File: config.mk
export PLATFORM = sky130hd
export DESIGN_NAME = process_alarm_type_evaluator
export DESIGN_NICKNAME = d
export VERILOG_FILES = /design/src/core/alarm_pkg.sv /design/src/core/process_alarm_type_evaluator.sv
export VERILOG_INCLUDE_DIRS = /design/src /design/src/core
export SDC_FILE = /design/constraint.sdc
export NUM_CORES = 1
export LEC_CHECK = 0
export BUFFER_PORTS_ARGS = -buffer_cell sky130_fd_sc_hd__buf_2
export CAP_MARGIN = 20
export CORE_UTILIZATION = 60
export CTS_CLUSTER_SIZE = 8
export DETAILED_ROUTE_END_ITERATION = 8
export PLACE_DENSITY = 0.76
export RECOVER_POWER = 25
export SYNTH_ARGS = -nofsm -noshare
export SYNTH_HDL_FRONTEND = slang
export SYNTH_SLANG_ARGS = --single-unit
File: constraint.sdc
create_clock -name CORE_CLK -period 7.9 [get_ports CORE_CLK]
set_clock_uncertainty 0.2 [all_clocks]
set_input_delay 1.58 -clock CORE_CLK [delete_from_list [all_inputs] [get_ports CORE_CLK]]
set_output_delay 1.58 -clock CORE_CLK [all_outputs]
set_load 0.005 [all_outputs]
File: src/core/alarm_params.svh
// register offsets, field positions, reset values and type codes of the alarm evaluator
// assumes a 32-bit AHB-Lite bus with one word per register
`ifndef ALARM_PARAMS_SVH
`define ALARM_PARAMS_SVH

`define OFF_CTRL        8'h00
`define OFF_TYPE        8'h04
`define OFF_STATUS      8'h08
`define OFF_MASK        8'h0c
`define OFF_ALARM       8'h10
`define CHAN_BASE_NIB   4'h2
`define SUB_UPPER       4'h0
`define SUB_LOWER       4'h4
`define SUB_HYST        4'h8
`define CTRL_RESTART    3
`define TYPE_RESET      4'h2
`define HYST_RESET      16'h0002

`define CODE_OFF        4'h0
`define CODE_RANGE_OUT  4'h1
`define CODE_DEV_HI     4'h2
`define CODE_DEV_LO     4'h3
`define CODE_RANGE_IN   4'h4
`define CODE_RANGE_SB   4'h5
`define CODE_DEV_HI_SB  4'h6
`define CODE_DEV_LO_SB  4'h7
`define CODE_ABS_HI     4'h8
`define CODE_ABS_LO     4'h9
`define CODE_ABS_HI_SB  4'ha
`define CODE_ABS_LO_SB  4'hb
`define CODE_LOOP_BREAK 4'hc
`define CODE_RATE       4'hd
`define CODE_RSP_HI     4'he
`define CODE_RSP_LO     4'hf

`endif

File: src/core/alarm_pkg.sv
// types shared by the alarm evaluator
// assumes alarm_params.svh supplies the numeric constants
package alarm_pkg;
    typedef logic [3:0] type_code_t;
    typedef logic [1:0] htrans_t;
endpackage : alarm_pkg

File: src/core/process_alarm_type_evaluator.sv
// three-channel process alarm evaluator with an AHB-Lite register slave
// assumes process value and set points are synchronous signed samples on CORE_CLK
//
// How it works
// - a channel's type is writable only while that channel is assigned
// - channel one offers deviation, range, absolute, loop-break, rate and remote alarms
// - codes 1, 4, 5 use independent upper and lower thresholds
// - code 5 drops its lower part when hysteresis bands overlap
// - code 5 with lower above upper keeps the alarm off
// - codes 14 and 15 are refused unless the remote set point exists
// - each channel has its own type code, resetting to 2
// - codes 10 and 11 are absolute high and low with standby
// - code 14 alarms when remote set point exceeds the upper value
// - code 15 alarms when remote set point is below the lower value
// - code 13 follows the external rate-of-change detector
// - channels two and three refuse the loop-break code 12
// - hysteresis only applies to assigned channels with code not 0, 12, 13
`timescale 1ns/1ns
`include "alarm_params.svh"

module process_alarm_type_evaluator #(
    parameter int DW            = 16,
    parameter bit HAS_REMOTE_SP = 1'b1
) (
    input  wire logic                 CORE_CLK,
    input  wire logic                 RST,
    input  wire logic                 HSEL,
    input  wire logic [31:0]          HADDR,
    input  wire alarm_pkg::htrans_t   HTRANS,
    input  wire logic                 HWRITE,
    input  wire logic [2:0]           HSIZE,
    input  wire logic [31:0]          HWDATA,
    input  wire logic                 HREADY,
    output logic                      HREADYOUT,
    output logic                      HRESP,
    output logic [31:0]               HRDATA,
    input  wire logic signed [DW-1:0] PROCESS_VALUE,
    input  wire logic signed [DW-1:0] SET_POINT,
    input  wire logic signed [DW-1:0] REMOTE_SETPOINT,
    input  wire logic                 LOOP_BREAK_DET,
    input  wire logic [2:0]           RATE_DET,
    output logic [2:0]                ALARM_OUT,
    output logic                      IRQ
);

    typedef logic signed [DW+1:0] wide_t;
    typedef struct packed {
        logic [2:0]                      assigned;
        logic [2:0][3:0]                 tcode;
        logic [2:0][DW-1:0]              upper;
        logic [2:0][DW-1:0]              lower;
        logic [2:0][DW-1:0]              hyst;
        logic [2:0]                      hi;
        logic [2:0]                      lo;
        logic [2:0]                      standby;
        logic [2:0]                      alarm;
        logic [2:0]                      status;
        logic [2:0]                      mask;
        logic                            dwrite;
        logic [7:0]                      daddr;
        logic [31:0]                     rdata;
    } state_s;

    state_s s_reg;
    state_s s_next;
    function automatic wide_t sx(input logic [DW-1:0] x);
        sx = wide_t'(signed'(x));
    endfunction : sx
    function automatic logic legal(input int ch, input logic [3:0] code);
        legal = 1'b1;
        // no loop break on two, three
        if (ch != 0 && code == `CODE_LOOP_BREAK) begin
            legal = 1'b0;
        end
        if (!HAS_REMOTE_SP && (code == `CODE_RSP_HI || code == `CODE_RSP_LO)) begin
            legal = 1'b0;
        end
    endfunction : legal
    function automatic logic is_standby(input logic [3:0] code);
        is_standby = code == `CODE_RANGE_SB || code == `CODE_DEV_HI_SB || code == `CODE_DEV_LO_SB
                  || code == `CODE_ABS_HI_SB || code == `CODE_ABS_LO_SB;
    endfunction : is_standby

    // ------------------------------------------------------------------
    // bus and alarm evaluation
    // ------------------------------------------------------------------
    always_comb begin
        logic        accept;
        logic [7:0]  ra;
        logic [3:0]  code;
        logic [3:0]  base;
        wide_t       v;
        wide_t       h;
        wide_t       l;
        wide_t       hy;
        logic        strict;
        logic        up_set;
        logic        up_hold;
        logic        lo_set;
        logic        lo_hold;
        logic        raw;
        logic [2:0]  w1c;
        logic [2:0]  rise;
        code    = 4'h0;
        base    = 4'h0;
        v       = '0;
        h       = '0;
        l       = '0;
        hy      = '0;
        strict  = 1'b0;
        up_set  = 1'b0;
        up_hold = 1'b0;
        lo_set  = 1'b0;
        lo_hold = 1'b0;
        raw     = 1'b0;
        w1c     = 3'h0;
        rise    = 3'h0;
        s_next  = s_reg;
        accept         = HSEL && HREADY && HTRANS[1];
        ra             = HADDR[7:0];
        s_next.dwrite  = accept && HWRITE;
        s_next.daddr   = ra;
        s_next.rdata   = 32'h0000_0000;
        if (accept && !HWRITE) begin
            if (ra == `OFF_CTRL) begin
                s_next.rdata = {29'h0, s_reg.assigned};
            end else if (ra == `OFF_TYPE) begin
                s_next.rdata = {20'h0, s_reg.tcode};
            end else if (ra == `OFF_STATUS) begin
                s_next.rdata = {29'h0, s_reg.status};
            end else if (ra == `OFF_MASK) begin
                s_next.rdata = {29'h0, s_reg.mask};
            end else if (ra == `OFF_ALARM) begin
                s_next.rdata = {29'h0, s_reg.alarm};
            end else if (ra[7:4] >= `CHAN_BASE_NIB && ra[7:4] < `CHAN_BASE_NIB + 4'h3) begin
                if (ra[3:0] == `SUB_UPPER) begin
                    s_next.rdata = 32'(s_reg.upper[2'(ra[7:4] - `CHAN_BASE_NIB)]);
                end else if (ra[3:0] == `SUB_LOWER) begin
                    s_next.rdata = 32'(s_reg.lower[2'(ra[7:4] - `CHAN_BASE_NIB)]);
                end else if (ra[3:0] == `SUB_HYST) begin
                    s_next.rdata = 32'(s_reg.hyst[2'(ra[7:4] - `CHAN_BASE_NIB)]);
                end
            end
        end
        if (s_reg.dwrite) begin
            if (s_reg.daddr == `OFF_CTRL) begin
                s_next.assigned = HWDATA[2:0];
                if (HWDATA[`CTRL_RESTART]) begin
                    s_next.standby = 3'h7;
                end
            end else if (s_reg.daddr == `OFF_TYPE) begin
                for (int c = 0; c < 3; c++) begin
                    if (s_reg.assigned[c] && legal(c, HWDATA[4*c +: 4])) begin
                        s_next.tcode[c] = HWDATA[4*c +: 4];
                        if (HWDATA[4*c +: 4] != s_reg.tcode[c]) begin
                            s_next.standby[c] = 1'b1;
                        end
                    end
                end
            end else if (s_reg.daddr == `OFF_STATUS) begin
                w1c = HWDATA[2:0];
            end else if (s_reg.daddr == `OFF_MASK) begin
                s_next.mask = HWDATA[2:0];
            end else if (s_reg.daddr[7:4] >= `CHAN_BASE_NIB && s_reg.daddr[7:4] < `CHAN_BASE_NIB + 4'h3) begin
                if (s_reg.daddr[3:0] == `SUB_UPPER) begin
                    s_next.upper[2'(s_reg.daddr[7:4] - `CHAN_BASE_NIB)] = HWDATA[DW-1:0];
                end else if (s_reg.daddr[3:0] == `SUB_LOWER) begin
                    s_next.lower[2'(s_reg.daddr[7:4] - `CHAN_BASE_NIB)] = HWDATA[DW-1:0];
                end else if (s_reg.daddr[3:0] == `SUB_HYST) begin
                    s_next.hyst[2'(s_reg.daddr[7:4] - `CHAN_BASE_NIB)] = HWDATA[DW-1:0];
                end
            end
        end
        for (int c = 0; c < 3; c++) begin
            code = s_reg.tcode[c];
            h    = sx(s_reg.upper[c]);
            l    = sx(s_reg.lower[c]);
            hy   = (code == `CODE_OFF || code == `CODE_LOOP_BREAK || code == `CODE_RATE)
                   ? wide_t'(0) : wide_t'({2'b00, s_reg.hyst[c]});
            unique case (code)
                `CODE_RANGE_SB:  base = `CODE_RANGE_OUT;
                `CODE_DEV_HI_SB: base = `CODE_DEV_HI;
                `CODE_DEV_LO_SB: base = `CODE_DEV_LO;
                `CODE_ABS_HI_SB: base = `CODE_ABS_HI;
                `CODE_ABS_LO_SB: base = `CODE_ABS_LO;
                default:         base = code;
            endcase
            if (base <= `CODE_RANGE_IN) begin
                v = sx(PROCESS_VALUE) - sx(SET_POINT);
            end else if (base >= `CODE_RSP_HI) begin
                v = sx(REMOTE_SETPOINT);
            end else begin
                v = sx(PROCESS_VALUE);
            end
            strict  = base >= `CODE_ABS_HI;
            up_set  = strict ? (v > h) : (v >= h);
            up_hold = v >= h - hy;
            lo_set  = strict ? (v < l) : (v <= l);
            lo_hold = v <= l + hy;
            s_next.hi[c] = 1'b0;
            s_next.lo[c] = 1'b0;
            unique case (base)
                `CODE_RANGE_OUT: begin
                    s_next.hi[c] = up_set || (s_reg.hi[c] && up_hold);
                    s_next.lo[c] = lo_set || (s_reg.lo[c] && lo_hold);
                end
                `CODE_DEV_HI, `CODE_ABS_HI, `CODE_RSP_HI: begin
                    s_next.hi[c] = up_set || (s_reg.hi[c] && up_hold);
                end
                `CODE_DEV_LO, `CODE_ABS_LO, `CODE_RSP_LO: begin
                    s_next.lo[c] = lo_set || (s_reg.lo[c] && lo_hold);
                end
                `CODE_RANGE_IN: begin
                    s_next.hi[c] = (v >= l && v <= h) || (s_reg.hi[c] && v >= l - hy && v <= h + hy);
                end
                `CODE_LOOP_BREAK: begin
                    s_next.hi[c] = (c == 0) && LOOP_BREAK_DET;
                end
                `CODE_RATE: begin
                    s_next.hi[c] = RATE_DET[c];
                end
                default: begin
                end
            endcase
            if (code == `CODE_RANGE_SB) begin
                if (l > h) begin
                    s_next.hi[c] = 1'b0;
                    s_next.lo[c] = 1'b0;
                end else if (h - hy <= l + hy) begin
                    s_next.lo[c] = 1'b0;
                end
            end
            if (!s_reg.assigned[c]) begin
                s_next.hi[c] = 1'b0;
                s_next.lo[c] = 1'b0;
            end
            raw = s_next.hi[c] || s_next.lo[c];
            s_next.alarm[c] = raw && !(is_standby(code) && s_reg.standby[c]);
            if (is_standby(code) && s_reg.standby[c] && !raw) begin
                s_next.standby[c] = 1'b0;
            end
        end
        rise          = s_next.alarm & ~s_reg.alarm;
        s_next.status = (s_reg.status & ~w1c) | rise;
    end

    always_ff @(posedge CORE_CLK or posedge RST) begin
        if (RST) begin
            s_reg          <= '0;
            s_reg.tcode    <= {3{`TYPE_RESET}};
            s_reg.hyst     <= {3{DW'(`HYST_RESET)}};
            s_reg.standby  <= 3'h7;
        end else begin
            s_reg <= s_next;
        end
    end

    assign HREADYOUT = 1'b1;
    assign HRESP     = 1'b0;
    assign HRDATA    = s_reg.rdata;
    assign ALARM_OUT = s_reg.alarm;
    assign IRQ       = |(s_reg.status & s_reg.mask);

    wide_t dev_a;
    assign dev_a = sx(PROCESS_VALUE) - sx(SET_POINT);
endmodule : process_alarm_type_evaluator

==> run metrics <==
Mapped Area 30680 sq um; failing checks max-capacitance violations, max-slew violations; Crit. End Element flip-flop; Post-synth EDFFs 0; Tightest Pin Transition 4866 ps; global route overflow 0; mean area per synthesized cell 8.212 sq um; synthesized flop and latch total 202; Critical-path top delay cell a21oi_1; XOR/XNOR Fraction of Synth Area 6.052%; Synth warnings 0; TNS Setup 0 ps; pre-CTS setup slack 770.3 ps; Sw Pwr 0.001827 W; final hold vios 0; Fillers ~4400; Final ANT Viol Nets 0; setup violators final 0; sequential share of power a little over a quarter; via count of the routed design approximately 29000; status complete, but fails checks; Worst Setup Path Type flip-flop to flip-flop; initial detailed-routing violation count ~2700; Adder-Cell Fraction of Synth Area 27.40%; Setup Buffers After CTS 0; post-detail-place hpwl 83680 um; largest fanout on the critical path 16; Die Ht 228.1 um; sequential area share after synthesis between 10% and 20%; startpoint types flip-flop; drt pass-1 iters 6; total power between 0.004 and 0.005 W; Cell Rows 82; Syn-to-layout area delta 6.342%; Synth async-reset ratio 100.0%; Max Freq 0.1448 GHz; Comb power frac a little under half; most common cell after layout, fill and taps aside ha_1; Vias/cell 6.448; final worst slack 992.5 ps; residual DRC count 0; chip width approximately 230 um; CP peak stage delay roughly 650 ps; clk_lat worst skew about 600 ps; RSZ-0062 raised after global routing no; Synth Area in Compound Gates 19.44%; commonest non-fill, non-tap cells in the layout 651 x ha_1, 343 x inv_1, 284 x nand2_1, 272 x a21oi_1, 242 x nor2_1; routability congestion estimate 1.057; vias in the first global route 27539; mux share of post-synthesis cell area under 10%; most common flop cell mapped by yosys dfrtp_1; largest family of logic cells by synthesized area adder cells; Syn Inst Count 3736; Final #Nets 4568; largest net degree at the start of global routing about 120; WP data arrival 7160 ps; clock share of power between 20% and 30%; initial core utilization between 60% and 70%; IO Count 164; highest ir drop seen on vdd about 170 uV; share of layout cells above drive strength 1 10.29%; critical path required time a little over 8000 ps; Hold Crit Class flip-flop to flip-flop; static leakage around 16 nW; drt total wl 102700 um; CTS Buf Count 29; crit-path cells nor3_1, a21oi_1, or2_2, nand2_1, ha_1, nor2b_1, o21ai_0, a21boi_0, buf_4, o41ai_1, o211ai_1, a31oi_1, nand2b_1, a21oi_1, a211o_1, ha_1, inv_1, or4_1, a211oi_1, o21ai_0, o221a_2, a31oi_1, buf_4, o31ai_1; CP top delay family compound AO/OA/AOI/OAI gates; Die Footprint 52040 sq um; clock buffer depth 3; slew margin rel. -224.4%; crit path time final 6907 ps; max-cap violation count 3; fin crit share 87.44%; CTS hold repair buffers 0; P_int approximately 0.0027 W; initial antenna violation count 1; H-tree Lvls 1; CTS root buf clkbuf_16; switching share of power 40.71%; clk sink count roughly 200; port buffer count 101; clock-pin slew on the worst setup and hold paths about 50 ps; simple-gate share of the synthesized area 15.78%; post-synthesis cell type count 92; PwrDens 137.6 nW/um^2; Final Max Tran Viols 229; first-pass GRT wire length about 160000 um; Buf/Inv on CP 3; GRT Total Usage 38.79%; max reg flops 183; Avg WL per Cell 22.97 um; Resized Gates After CTS 0; core area 50270 sq um; TritonCTS clock tree yes
[cell families after synthesis]
logic type / count (synthesis)
adder cells (fa/ha/maj): 664
multiplexers: 227
buffers and inverters: 506
AO/OA/AOI/OAI: 927
AND/OR/NAND/NOR: 996
flip-flops: 202
other: 2
XOR/XNOR: 212
[synthesized netlist by cell type (15+ instances only)]
library cell | count | area [sq um]
nand4_1 | 67 | 419.2
nand2b_1 | 41 | 256.5
a21oi_1 | 272 | 1361
or3_1 | 28 | 175.2
buf_4 | 37 | 277.8
nor3_1 | 73 | 365.4
nand3_1 | 75 | 375.4
mux2_2 | 160 | 1802
dfrtp_1 | 193 | 4830
inv_1 | 343 | 1287
o21a_1 | 21 | 157.7
mux2i_1 | 67 | 670.6
a21o_1 | 61 | 457.9
xor2_1 | 45 | 394.1
and3_1 | 24 | 150.1
nor2_1 | 242 | 908.4
o21ai_0 | 198 | 991.0
nand2_1 | 284 | 1066
a211oi_1 | 46 | 345.3
a31oi_1 | 36 | 225.2
ha_1 | 651 | 8145
o21bai_1 | 48 | 360.4
nor2b_1 | 62 | 387.9
a22oi_1 | 17 | 127.6
xnor2_1 | 167 | 1463
or2_2 | 18 | 112.6
a2111oi_0 | 15 | 131.4
o22ai_1 | 19 | 118.9
clkbuf_1 | 109 | 409.1
o211ai_1 | 39 | 292.8
nor4_1 | 15 | 93.84
[cell type report]
cell class | instances | area [sq um] | area share (%)
flip-flops and latches | 202 | 5066 | 15.53
multi-input cells | 3044 | 23610 | 72.36
clock inverters | 2 | 50.05 | 0.1534
diodes | 1 | 2.502 | 0.007670
repair buffers | 157 | 958.4 | 2.938
inverters | 344 | 1291 | 3.958
well taps | 672 | 840.8 | 2.577
clock buffers | 51 | 808.3 | 2.478
[per-stage QoR]
| stage | cell area (sq um) | instances | util [%] | hold WS, ps |
|---|---|---|---|---|
| global placement | 31720 | 4416 | 63.09 | 292.6 |
| global route | 32620 | 4472 | 64.89 | 338.1 |
| CTS | 32570 | 4469 | 64.79 | 319.6 |
| finish | 32620 | 4473 | 64.89 | 317.3 |
| detailed placement | 31720 | 4416 | 63.09 | 316.0 |
| floorplan | 30740 | 3752 | - | 254.0 |
[layer usage]
metal,track usage [%],routed length (um),up-vias
met2,60.32,44040,1434
met5,0,0,-
met1,50.76,41890,13575
met3,6.275,9957,329
li1,-,-,13505
met4,22.78,6832,0
[path summary, 6_finish.rpt]
| check | startpoint | to | slack [ps] | cells past startpoint |
|---|---|---|---|---|
| max in group asynchronous | RST | s_reg[124]$_DFFE_PP0P_ | 2070 | 2 |
| min reg2reg | s_reg[52]$_DFFE_PP1P_ | s_reg[52]$_DFFE_PP1P_ | 320 | 2 |
| min in group asynchronous | RST | HRDATA[13]$_DFF_PP0_ | 2550 | 2 |
| max reg2reg | s_reg[205]$_DFFE_PP0P_ | s_reg[44]$_DFF_PP0_ | 990 | 24 |
| min | s_reg[52]$_DFFE_PP1P_ | s_reg[52]$_DFFE_PP1P_ | 320 | 2 |
| max | s_reg[205]$_DFFE_PP0P_ | s_reg[44]$_DFF_PP0_ | 990 | 24 |
[worst register-to-register path, cell delays in order, from the launching register on]
cell and delay, ps:
dfrtp_1 630, nor3_1 250, a21oi_1 60, or2_2 440, nand2_1 330, ha_1 310
nor2b_1 130, o21ai_0 210, a21boi_0 120, buf_4 160, o41ai_1 560, o211ai_1 260
a31oi_1 250, nand2b_1 80, a21oi_1 650, a211o_1 240, ha_1 160, inv_1 60
or4_1 500, a211oi_1 210, o21ai_0 140, o221a_2 320, a31oi_1 190, buf_4 230
o31ai_1 110
[power groups by stage]
stage	Combinational (W)	Clock [W]	Sequential [W]
after floorplan	0.00152	0	0.00113
after CTS	0.00206	0.00121	0.00116
after global placement	0.00200	0	0.00118
after global routing	0.00234	0.00125	0.00117
after detailed placement	0.00204	0	0.00118
final	0.00211	0.00121	0.00117
(Power assumes the default switching activity.)
